## src/verilog/dcpc_params.svh

```systemverilog
`ifndef DCPC_PARAMS_SVH
`define DCPC_PARAMS_SVH

// Register offsets
`define DCPC_ADDR_CLK_POWER 12'h080
`define DCPC_ADDR_PLL_CONTROL 12'h083
`define DCPC_ADDR_PLL_STATUS 12'h084
`define DCPC_ADDR_LOOP_COUNT 12'h085
`define DCPC_ADDR_FILTER_A 12'h087
`define DCPC_ADDR_FILTER_B 12'h088
`define DCPC_ADDR_FILTER_C 12'h089
`define DCPC_ADDR_PUMP_CURRENT 12'h08A
`define DCPC_ADDR_OUT_DIV 12'h08B
`define DCPC_ADDR_REF_DIV 12'h08C
`define DCPC_ADDR_REGULATOR 12'h08D
`define DCPC_ADDR_POWER_MACHINE 12'h1B0
`define DCPC_ADDR_PUMP_AUX 12'h1B9
`define DCPC_ADDR_VCO_CONTROL 12'h1BC
`define DCPC_ADDR_VCO_POWER 12'h1BE
`define DCPC_ADDR_VCO_CAL 12'h1BF
`define DCPC_ADDR_LOCK_LENGTH 12'h1C0
`define DCPC_ADDR_PUMP_TRIM 12'h1C1
`define DCPC_ADDR_VARACTOR 12'h1C4

// Clock power control bit positions (1 = powered down)
`define DCPC_BIT_PD_CONV0 7
`define DCPC_BIT_PD_CONV1 6
`define DCPC_BIT_PD_DIGITAL 5
`define DCPC_BIT_PD_SERIAL 4
`define DCPC_BIT_PD_RECEIVER 3

// PLL control and status bit positions
`define DCPC_BIT_PLL_ENABLE 4
`define DCPC_BIT_PLL_RECAL 7
`define DCPC_BIT_ST_UPPER 7
`define DCPC_BIT_ST_LOWER 6
`define DCPC_BIT_ST_CALDONE 5
`define DCPC_BIT_ST_LOCK 1

// Reset values
`define DCPC_RST_CLK_POWER 8'hF8
`define DCPC_RST_OTHER 8'h00

// Feedback count legal range
`define DCPC_LOOP_COUNT_MIN 8'h06
`define DCPC_LOOP_COUNT_MAX 8'h7F

`endif

```

## src/verilog/dcpc_pkg.sv

```systemverilog
`default_nettype none
package dcpc_pkg;

    typedef struct packed {
        logic [11:0] addr;
        logic wrEn;
        logic rdEn;
        logic [7:0] wrData;
    } dcpc_req_t;

    typedef struct packed {
        logic conv0;
        logic conv1;
        logic digital;
        logic serial;
        logic receiver;
    } dcpc_clk_en_t;

    typedef struct packed {
        logic [3:0] c1;
        logic [3:0] c2;
        logic [3:0] c3;
        logic [3:0] r1;
        logic [3:0] r3;
    } dcpc_filter_t;

    typedef enum logic {
        DCPC_SRC_BYPASS,
        DCPC_SRC_PLL
    } dcpc_src_t;

    typedef struct packed {
        logic [7:0] clkPower;
        logic [7:0] pllControl;
        logic [7:0] loopCount;
        logic [7:0] filterA;
        logic [7:0] filterB;
        logic [7:0] filterC;
        logic [7:0] pumpCurrent;
        logic [7:0] outDiv;
        logic [7:0] refDiv;
        logic [7:0] regulator;
        logic [7:0] powerMachine;
        logic [7:0] pumpAux;
        logic [7:0] vcoControl;
        logic [7:0] vcoPower;
        logic [7:0] vcoCal;
        logic [7:0] lockLength;
        logic [7:0] pumpTrim;
        logic [7:0] varactor;
        logic [3:0] statusSync1;
        logic [3:0] statusSync2;
        logic [7:0] rdData;
        logic rdValid;
        dcpc_clk_en_t clkEn;
        dcpc_src_t source;
        logic pllEnable;
        logic recalPulse;
        logic [5:0] refRatio;
        logic [4:0] outRatio;
        logic countLegal;
        dcpc_filter_t filter;
    } dcpc_state_t;

endpackage
`default_nettype wire

```

## src/verilog/dcpc_clock_ctrl.sv

```systemverilog
// Overview of operation
// After reset all clocks and the clock receiver stay powered down.
// Writing zero to clock power control powers up every clock domain.
// Power bits: 7 converter0, 6 converter1, 5 digital, 4 serializer, 3 receiver.
// Sample clock comes from the PLL or directly from the input clock.
// Software programs all PLL settings before enabling the PLL.
// Software picks reference ratio so the detector input is 35 to 80 MHz.
// Reference code 0..4 decodes to divide by 1, 2, 4, 8, 16.
// Feedback count is an 8-bit field; software uses only 6 to 127.
// Software sets sample clock over twice the count equal to divided reference.
// Output code 1, 2, 3 decodes to divide by 4, 8, 16.
// Software keeps the oscillator between 6 and 12 GHz.
// Oscillator frequency is sample clock times the output divide ratio.
// Software assumes reference 35 MHz..1 GHz, output 420 MHz..2.8 GHz.
// Software loads recommended filter, pump and regulator settings.
// Software loads recommended oscillator, calibration, varactor, lock-length settings.
// Loop filter has five 4-bit component settings over three registers.
// Bit 4 of PLL control enables the synthesizer.
// Bit 1 of PLL status reports lock.
// On band-edge flag, software clears then sets PLL control bit 7 to recalibrate.
// Enabled synthesizer drives the sample clock, else the receiver output does.
`include "dcpc_params.svh"
`default_nettype none
module dcpc_clock_ctrl
    import dcpc_pkg::*;
(
    // Clock and reset
    input wire logic clock,
    input wire logic resetn,
    // Register port from the serial interface engine
    input wire dcpc_req_t regReq,
    output logic [7:0] regRdData,
    output logic regRdValid,
    // Status from the analog PLL, asynchronous
    input wire logic pllLockedAsync,
    input wire logic bandUpperAsync,
    input wire logic bandLowerAsync,
    input wire logic pumpCalDoneAsync,
    // Clock domain enables and source
    output dcpc_clk_en_t clockEnable,
    output dcpc_src_t sampleClockSource,
    // PLL controls
    output logic pllEnable,
    output logic pllRecalibrate,
    output logic [5:0] referenceDivideRatio,
    output logic [4:0] outputDivideRatio,
    output logic [7:0] loopDivideCount,
    output logic loopCountLegal,
    output dcpc_filter_t loopFilter,
    output logic [7:0] pumpCurrentSetting,
    output logic [7:0] pllRegulatorSetting
);

    dcpc_state_t q, d;

    function automatic logic [5:0] decodeRefRatio(input logic [2:0] code);
        case (code)
            3'h0: decodeRefRatio = 6'h01;
            3'h1: decodeRefRatio = 6'h02;
            3'h2: decodeRefRatio = 6'h04;
            3'h3: decodeRefRatio = 6'h08;
            3'h4: decodeRefRatio = 6'h10;
            3'h5: decodeRefRatio = 6'h20;
            // Unlisted codes fall back to no division
            default: decodeRefRatio = 6'h01;
        endcase
    endfunction

    function automatic logic [4:0] decodeOutRatio(input logic [1:0] code);
        case (code)
            2'h1: decodeOutRatio = 5'h04;
            2'h2: decodeOutRatio = 5'h08;
            2'h3: decodeOutRatio = 5'h10;
            // Code 0 is not a legal mode; treated like the fastest range
            default: decodeOutRatio = 5'h04;
        endcase
    endfunction

    function automatic logic hit(input logic [11:0] a, input logic [11:0] off);
        hit = (a == off);
    endfunction

    logic [7:0] statusByte;
    logic wr;

    always_comb begin
        d = q;
        wr = regReq.wrEn;
        // Lock is only meaningful while the synthesizer runs
        statusByte = 8'h00;
        statusByte[`DCPC_BIT_ST_UPPER] = q.statusSync2[2];
        statusByte[`DCPC_BIT_ST_LOWER] = q.statusSync2[1];
        statusByte[`DCPC_BIT_ST_CALDONE] = q.statusSync2[3];
        statusByte[`DCPC_BIT_ST_LOCK] = q.statusSync2[0] & q.pllEnable;

        d.statusSync1 = {pumpCalDoneAsync, bandUpperAsync, bandLowerAsync, pllLockedAsync};
        d.statusSync2 = q.statusSync1;

        if (wr) begin
            if (hit(regReq.addr, `DCPC_ADDR_CLK_POWER)) begin
                d.clkPower = {regReq.wrData[7:3], 3'h0};
            end
            if (hit(regReq.addr, `DCPC_ADDR_PLL_CONTROL)) begin
                d.pllControl = regReq.wrData;
            end
            if (hit(regReq.addr, `DCPC_ADDR_LOOP_COUNT)) begin
                d.loopCount = regReq.wrData;
            end
            if (hit(regReq.addr, `DCPC_ADDR_FILTER_A)) begin
                d.filterA = regReq.wrData;
            end
            if (hit(regReq.addr, `DCPC_ADDR_FILTER_B)) begin
                d.filterB = regReq.wrData;
            end
            if (hit(regReq.addr, `DCPC_ADDR_FILTER_C)) begin
                d.filterC = regReq.wrData;
            end
            if (hit(regReq.addr, `DCPC_ADDR_PUMP_CURRENT)) begin
                d.pumpCurrent = regReq.wrData;
            end
            if (hit(regReq.addr, `DCPC_ADDR_OUT_DIV)) begin
                d.outDiv = regReq.wrData;
            end
            if (hit(regReq.addr, `DCPC_ADDR_REF_DIV)) begin
                d.refDiv = regReq.wrData;
            end
            if (hit(regReq.addr, `DCPC_ADDR_REGULATOR)) begin
                d.regulator = regReq.wrData;
            end
            if (hit(regReq.addr, `DCPC_ADDR_POWER_MACHINE)) begin
                d.powerMachine = regReq.wrData;
            end
            if (hit(regReq.addr, `DCPC_ADDR_PUMP_AUX)) begin
                d.pumpAux = regReq.wrData;
            end
            if (hit(regReq.addr, `DCPC_ADDR_VCO_CONTROL)) begin
                d.vcoControl = regReq.wrData;
            end
            if (hit(regReq.addr, `DCPC_ADDR_VCO_POWER)) begin
                d.vcoPower = regReq.wrData;
            end
            if (hit(regReq.addr, `DCPC_ADDR_VCO_CAL)) begin
                d.vcoCal = regReq.wrData;
            end
            if (hit(regReq.addr, `DCPC_ADDR_LOCK_LENGTH)) begin
                d.lockLength = regReq.wrData;
            end
            if (hit(regReq.addr, `DCPC_ADDR_PUMP_TRIM)) begin
                d.pumpTrim = regReq.wrData;
            end
            if (hit(regReq.addr, `DCPC_ADDR_VARACTOR)) begin
                d.varactor = regReq.wrData;
            end
        end

        // Read answer one cycle after the request; unmapped reads give zero
        d.rdValid = regReq.rdEn & ~wr;
        d.rdData = 8'h00;
        if (regReq.rdEn & ~wr) begin
            case (regReq.addr)
                `DCPC_ADDR_CLK_POWER: d.rdData = q.clkPower;
                `DCPC_ADDR_PLL_CONTROL: d.rdData = q.pllControl;
                `DCPC_ADDR_PLL_STATUS: d.rdData = statusByte;
                `DCPC_ADDR_LOOP_COUNT: d.rdData = q.loopCount;
                `DCPC_ADDR_FILTER_A: d.rdData = q.filterA;
                `DCPC_ADDR_FILTER_B: d.rdData = q.filterB;
                `DCPC_ADDR_FILTER_C: d.rdData = q.filterC;
                `DCPC_ADDR_PUMP_CURRENT: d.rdData = q.pumpCurrent;
                `DCPC_ADDR_OUT_DIV: d.rdData = q.outDiv;
                `DCPC_ADDR_REF_DIV: d.rdData = q.refDiv;
                `DCPC_ADDR_REGULATOR: d.rdData = q.regulator;
                `DCPC_ADDR_POWER_MACHINE: d.rdData = q.powerMachine;
                `DCPC_ADDR_PUMP_AUX: d.rdData = q.pumpAux;
                `DCPC_ADDR_VCO_CONTROL: d.rdData = q.vcoControl;
                `DCPC_ADDR_VCO_POWER: d.rdData = q.vcoPower;
                `DCPC_ADDR_VCO_CAL: d.rdData = q.vcoCal;
                `DCPC_ADDR_LOCK_LENGTH: d.rdData = q.lockLength;
                `DCPC_ADDR_PUMP_TRIM: d.rdData = q.pumpTrim;
                `DCPC_ADDR_VARACTOR: d.rdData = q.varactor;
                default: d.rdData = 8'h00;
            endcase
        end

        // Power bits are active high power-down
        d.clkEn.conv0 = ~q.clkPower[`DCPC_BIT_PD_CONV0];
        d.clkEn.conv1 = ~q.clkPower[`DCPC_BIT_PD_CONV1];
        d.clkEn.digital = ~q.clkPower[`DCPC_BIT_PD_DIGITAL];
        d.clkEn.serial = ~q.clkPower[`DCPC_BIT_PD_SERIAL];
        d.clkEn.receiver = ~q.clkPower[`DCPC_BIT_PD_RECEIVER];

        d.pllEnable = q.pllControl[`DCPC_BIT_PLL_ENABLE];
        d.source = q.pllControl[`DCPC_BIT_PLL_ENABLE] ? DCPC_SRC_PLL : DCPC_SRC_BYPASS;
        // Recalibration fires on the 0 to 1 edge of the control bit
        d.recalPulse = wr & hit(regReq.addr, `DCPC_ADDR_PLL_CONTROL)
            & regReq.wrData[`DCPC_BIT_PLL_RECAL]
            & ~q.pllControl[`DCPC_BIT_PLL_RECAL];

        d.refRatio = decodeRefRatio(q.refDiv[2:0]);
        d.outRatio = decodeOutRatio(q.outDiv[1:0]);
        d.countLegal = (q.loopCount >= `DCPC_LOOP_COUNT_MIN)
            && (q.loopCount <= `DCPC_LOOP_COUNT_MAX);

        d.filter.c1 = q.filterA[7:4];
        d.filter.c2 = q.filterA[3:0];
        d.filter.c3 = q.filterB[7:4];
        d.filter.r1 = q.filterB[3:0];
        d.filter.r3 = q.filterC[3:0];
    end

    always_ff @(posedge clock) begin
        if (!resetn) begin
            q <= '0;
            q.clkPower <= `DCPC_RST_CLK_POWER;
            q.pllControl <= `DCPC_RST_OTHER;
            q.refRatio <= 6'h01;
            q.outRatio <= 5'h04;
        end else begin
            q <= d;
        end
    end

    assign regRdData = q.rdData;
    assign regRdValid = q.rdValid;
    assign clockEnable = q.clkEn;
    assign sampleClockSource = q.source;
    assign pllEnable = q.pllEnable;
    assign pllRecalibrate = q.recalPulse;
    assign referenceDivideRatio = q.refRatio;
    assign outputDivideRatio = q.outRatio;
    assign loopDivideCount = q.loopCount;
    assign loopCountLegal = q.countLegal;
    assign loopFilter = q.filter;
    assign pumpCurrentSetting = q.pumpCurrent;
    assign pllRegulatorSetting = q.regulator;

endmodule
`default_nettype wire

```

## config.mk

```make
export PLATFORM = sky130hd
export DESIGN_NAME = dcpc_clock_ctrl
export DESIGN_NICKNAME = d
export VERILOG_FILES = /design/src/verilog/dcpc_pkg.sv /design/src/verilog/dcpc_clock_ctrl.sv
export VERILOG_INCLUDE_DIRS = /design/src /design/src/verilog
export SDC_FILE = /design/constraint.sdc
export NUM_CORES = 1
export LEC_CHECK = 0
export BUFFER_PORTS_ARGS = -buffer_cell sky130_fd_sc_hd__buf_4
export CAP_MARGIN = 20
export CELL_PAD_IN_SITES_DETAIL_PLACEMENT = 1
export CELL_PAD_IN_SITES_GLOBAL_PLACEMENT = 1
export CORE_MARGIN = 4
export CORE_UTILIZATION = 42
export CTS_BUF_LIST = sky130_fd_sc_hd__clkbuf_4
export DETAILED_ROUTE_END_ITERATION = 12
export PLACE_DENSITY_LB_ADDON = 0.1
export SLEW_MARGIN = 20
export SYNTH_ARGS = -nofsm -noshare
export SYNTH_HDL_FRONTEND = slang
export SYNTH_SLANG_ARGS = --single-unit
```

## constraint.sdc

```tcl
create_clock -name clock -period 1.9 [get_ports clock]
set_clock_uncertainty 0.05 [all_clocks]
set_input_delay 0.38 -clock clock [delete_from_list [all_inputs] [get_ports clock]]
set_output_delay 0.38 -clock clock [all_outputs]
set_load 0.01 [all_outputs]
```

* Word level (Yosys, flattened, before mapping)
Cells that the tools add are included.
** Word-level totals
- Register bits :: 198
- Bits of input ports :: 28
- Output and inout bits :: 73
- Word-level logic and storage cells :: 102
** Operators by class
- Order comparisons :: 2
- Eq/ne operators :: 26
- Muxes and demuxes :: 4
- Bitwise logic cells :: 12
- Reduce and logical (&&, ||, !) cells :: 20
** Operators by type and width (count)
- $pmux 8 s19 :: 1
- $eq 12x8->1 const B :: 11
- $eq 12x9->1 const B :: 8
- $reduce_and 2->1 :: 19
- $pmux 6 s5 :: 1
- $pmux 5 s2 :: 1
- $ge 8x3->1 const B :: 1
- $le 8x7->1 const B :: 1
- $not 1->1 :: 7
- $eq 3x2->1 const B :: 2
- $eq 3x3->1 const B :: 2
- $and 1x1->1 :: 5
- $eq 2x2->1 const B :: 2
- $eq 3x1->1 const B :: 1
- $logic_and 1x1->1 :: 1
- $mux 1 :: 1

* Logic depth before layout (Yosys ltp)
- Depth after elaboration :: 4
- Mapped depth :: 8
- Mapped depth without buffers :: 5

* Worst setup path after synthesis
OpenSTA, ideal clock, no wires.
- Path type :: in2reg
- Start :: input regReq[15] (netlist bit)
- End :: register q, in the netlist d[12]
- Setup time :: 0.123 ns
- Arrival :: 1.886 ns
- Data required time :: 1.727 ns
- Setup slack :: -0.158 ns
- Cell stages on the path :: 8
- Path through :: clkbuf_1 > or4_4 > buf_6 > nor2_8 > buf_6 > nand3_1 > nand2_1 > a21boi_0
** On the way
- Longest elaborated chain between the ends :: 2
** Ends and longest elaborated chain
- start: declaration :: RTL line dcpc_clock_ctrl.sv:31 : input wire dcpc_req_t regReq,
- $eq 12x8->1 :: RTL line dcpc_clock_ctrl.sv:80 : hit = (a == off);
- $reduce_and 2->1 (no source line)
- end: declaration :: RTL line dcpc_clock_ctrl.sv:54 : dcpc_state_t q, d;
No other way between the ends.
A chain may end at the register's enable or synchronous reset.

* Worst setup path after layout
- Start :: input regReq[16] (netlist bit)
- End :: register q, in the netlist regRdData[2]
** On the way
- Longest elaborated chain between the ends :: 2
- Elaborated cells between the ends (all ways) :: 20
** Ends and longest elaborated chain
- $eq 12x9->1 / $eq 12x8->1 (equally long branches) :: RTL line dcpc_clock_ctrl.sv:160 : case (regReq.addr)
- $pmux 8 s19 * :: RTL line dcpc_clock_ctrl.sv:160
Every way passes the cells marked *; elsewhere a longest branch is shown, timed or not.

==> results by group <==
Outcome
  – Run status: finished, final reports clean

Global route
  – Number of global-route vias before repair: between 8000 and 9000
  – Total congestion overflow: 0
  – Global-route wire length before repair: a little under 50 mm
  – Maximum number of pins on one net before global-route repair: 77
  – Initial antenna violation count: 2
  – Aggregate global-route resource usage: a little over a quarter

Synth
  – #FFs+latches synth: roughly 200
  – Post-Synthesis Cells: 1030
  – Unique masters post-synth: 74
  – Most area-consuming cells after synthesis: dfxtp_1, mux2i_1, a21boi_0
  – Count of flip-flops with a built-in enable after synthesis: 0
  – Predominant post-synthesis flop cell: dfxtp_1
  – Post-synth design cell area: about 9300 um2
  – Synth Area per Inst: around 9 um2
  – Most numerous cell in the Yosys netlist: dfxtp_1
  – Sequential share of the synthesized area: between 40% and 50%
  – Commonest cells post-synth: dfxtp_1, nand2_1, a21boi_0
  – Ys Warns: 0
  – Yosys top cell area share: roughly two fifths
  – Fraction of registers with async set/reset: 0%
  – Yosys top cell by area: dfxtp_1

Worst setup path
  – Cell chain of the critical path: buf_4 > or4b_4 > buf_4 > nor4_4 > nand2_1 > and3_1 > a31oi_1
  – Kind of launch point of the worst setup path: input port
  – Buffers plus inverters on the worst setup path: 2
  – Critical path endpoint category: flip-flop
  – Worst path arrival time: approximately 2400 ps
  – Slowest library cell on the worst path: or4b_4
  – Setup CP Type: input port to flip-flop
  – Cell repeated most along the worst path: buf_4
  – Maximum net fanout on the critical path: 9
  – Endpoint required time on the critical path: 2400 ps
  – Family with the most delay on the worst path: simple AND/OR/NAND/NOR gates
  – Delay of the slowest cell on the worst path: around 650 ps

Drt
  – Number of remaining DRC errors: 0
  – Via count: around 7900
  – Final routed wirelength across all metal layers: ~33 mm
  – First DRT Iteration DRCs: ~450
  – First-pass iteration count of the detailed router: 5
  – Post-route ant nets: 0
  – Average vias per placed instance: 5.50
  – Detailed-route wire length per cell: around 23 um

Cells and area
  – Area Overhead vs Synth: 19.5%
  – Share of cells above drive strength 1: 27.5%
  – Layout Nets: 1174
  – Number of non-filler instances in the completed layout: between 1000 and 1500

Clocking
  – Number of buffers created by CTS: 17
  – Sink Count: ~200
  – Buffer levels on the longest clock path: 2
  – Clock tree from TritonCTS: yes
  – Clock slew at the register clock pins of the worst setup and hold paths: ~190 ps
  – CTS H-tree lvls: 4
  – Clock latency on the worst-skew pair: around 630 ps
  – Clock tree root driver cell: clkbuf_4
  – Number of post-CTS setup repair buffers: 0

Pwr
  – Pwr/cell area: ~640 nW/um2
  – LEAKAGE: ~4.5 nW
  – Maximum vdd ir drop: between 0.0003 and 0.0004 V

STA
  – Number of max-slew violations in the final report: 0
  – Final worst-path cycle share: a little over nine tenths
  – Final hold slack: between 50 and 60 ps
  – Worst rel slew slack: a little under two fifths
  – Unrepaired setup endpoints after global routing: false
  – Slew at the pin closest to its max-slew limit: 941 ps
  – Shortest clock period the worst path allows after layout: about 1900 ps
  – Final worst setup slack: 40.3 ps
  – F_max: about 540 MHz
  – Final setup viols: 0
  – Final-report hold violation count: 0

Flow run
  – Maxcap violations: 0

Die
  – Die Height: 157 um
  – Area of the die: approximately 25000 um2
  – Effective utilization at floorplan: a little over two fifths
  – Horiz. Die Dim: about 160 um
  – Placeable core area: about 22000 um2
  – Row count: 54
  – I/O pin cnt: 101

Hold path
  – Tightest Hold Check Type: input port to flip-flop

Placement
  – Port Buffers: 98
  – Hpwl dp: 23.8 mm
  – Worst Setup Slack post-DPL: -616 ps
  – Placed cell count: approximately 1400
  – Final weighted congestion in routability-driven placement: ~0.92
-- cell usage in the layout, fill, tap and decap left out, types with 5 or more instances in the layout --
master,count
nand2_1,153
and3_1,17
nor2b_1,61
and2_1,33
nor3_1,11
o21ai_0,34
clkbuf_4,18
a22oi_1,17
dfxtp_1,194
mux2i_1,68
a211oi_1,5
mux2_2,12
nand4_1,6
a32o_1,5
buf_4,234
nor2_1,16
a21boi_0,66
a21oi_1,14
buf_12,11
a31oi_1,5
nand3_1,48
a21boi_1,23
dlygate4sd3_1,5
-- final timing paths --
kind                                       end  depth (start not counted)  slack [ps]       start
worst min register to register  clockEnable[4]                          1         410      q[200]
worst max register to register    regRdData[7]                          5          70      q[160]
worst min-delay path                regRdValid                          2          50   regReq[8]
worst max-delay path              regRdData[2]                          7          40  regReq[16]
-- worst reg2reg max path, cell delays in order, from the launching register on --
cell and delay [ps]:
dfxtp_2 400, or4b_4 480, a2111oi_4 340, nor2_1 100
a41o_1 250, a31oi_1 140
-- through the flow --
| stage | power [W] | instance area [um2] | util (%) | setup TNS (ps) |
|---|---|---|---|---|
| 2_1_floorplan | 0.00449 | 9370 | - | -3230 |
| 3_3_place_gp | 0.00482 | 10800 | 49.3 | -37460 |
| 3_5_place_dp | 0.00482 | 10800 | 49.3 | -40930 |
| 4_1_cts | 0.00713 | 11100 | 50.9 | 0 |
| 5_1_grt | 0.00737 | 11100 | 51.0 | 0 |
| 6_report | 0.00708 | 11100 | 51.0 | 0 |
-- flip-flops by register name (all words and copies together) (netlist names) --
| name | count |
|---|---|
| regRdValid | 1 |
| d | 25 |
| loopCountLegal | 1 |
| loopFilter | 20 |
| clockEnable | 5 |
| sampleClockSource | 1 |
| referenceDivideRatio | 6 |
| pllRegulatorSetting | 8 |
| outputDivideRatio | 3 |
| regRdData | 8 |
| pumpCurrentSetting | 8 |
| loopDivideCount | 8 |
| pllRecalibrate | 1 |
| q | 100 |
-- logic make-up (layout without fill, tap and decap cells) --
family	after synthesis	after routing	share of synthesized area (%)
and+or+nand+nor	397	397	23.9
AOI/OAI and AO/OA	200	200	15.4
DFF	195	195	41.9
buffers and inverters	156	284	9.75
muxes	81	81	9.00
other	1	3	0.0403
-- timing repair --
action                                  CTS  global route
endpoints found under the setup margin    1             1
hold buffers                              5             0
endpoints found under the hold margin     5             0
gates resized for setup                   1             5
-- final cells by class --
| class | instances | area, um2 |
|---|---|---|
| sequential | 195 | 3910 |
| timing repair buffer | 250 | 2030 |
| tap | 280 | 350 |
| inverter | 2 | 7.51 |
| clock inverter | 14 | 161 |
| multi-input combinational | 680 | 4540 |
| antenna | 1 | 2.50 |
| fill | 2557 | 10700 |
| clock buffer | 18 | 135 |
-- per-layer routing --
metal  GRT usage, %  vias up  share of wire, %
met3           4.76       55               4.8
met4           7.93        2               2.4
met1           35.1     3922                45
met5              0        -             0.030
li1               -     3754                 -
met2           44.8      186                48
-- power by group --
group / switching [W] / internal [W]
sequential: 0.00000330 / 0.00410
combinational: 0.000385 / 0.000263
clock: 0.00170 / 0.000626
total: 0.00208 / 0.00499
Note: power is estimated with default switching activity, not from simulation.
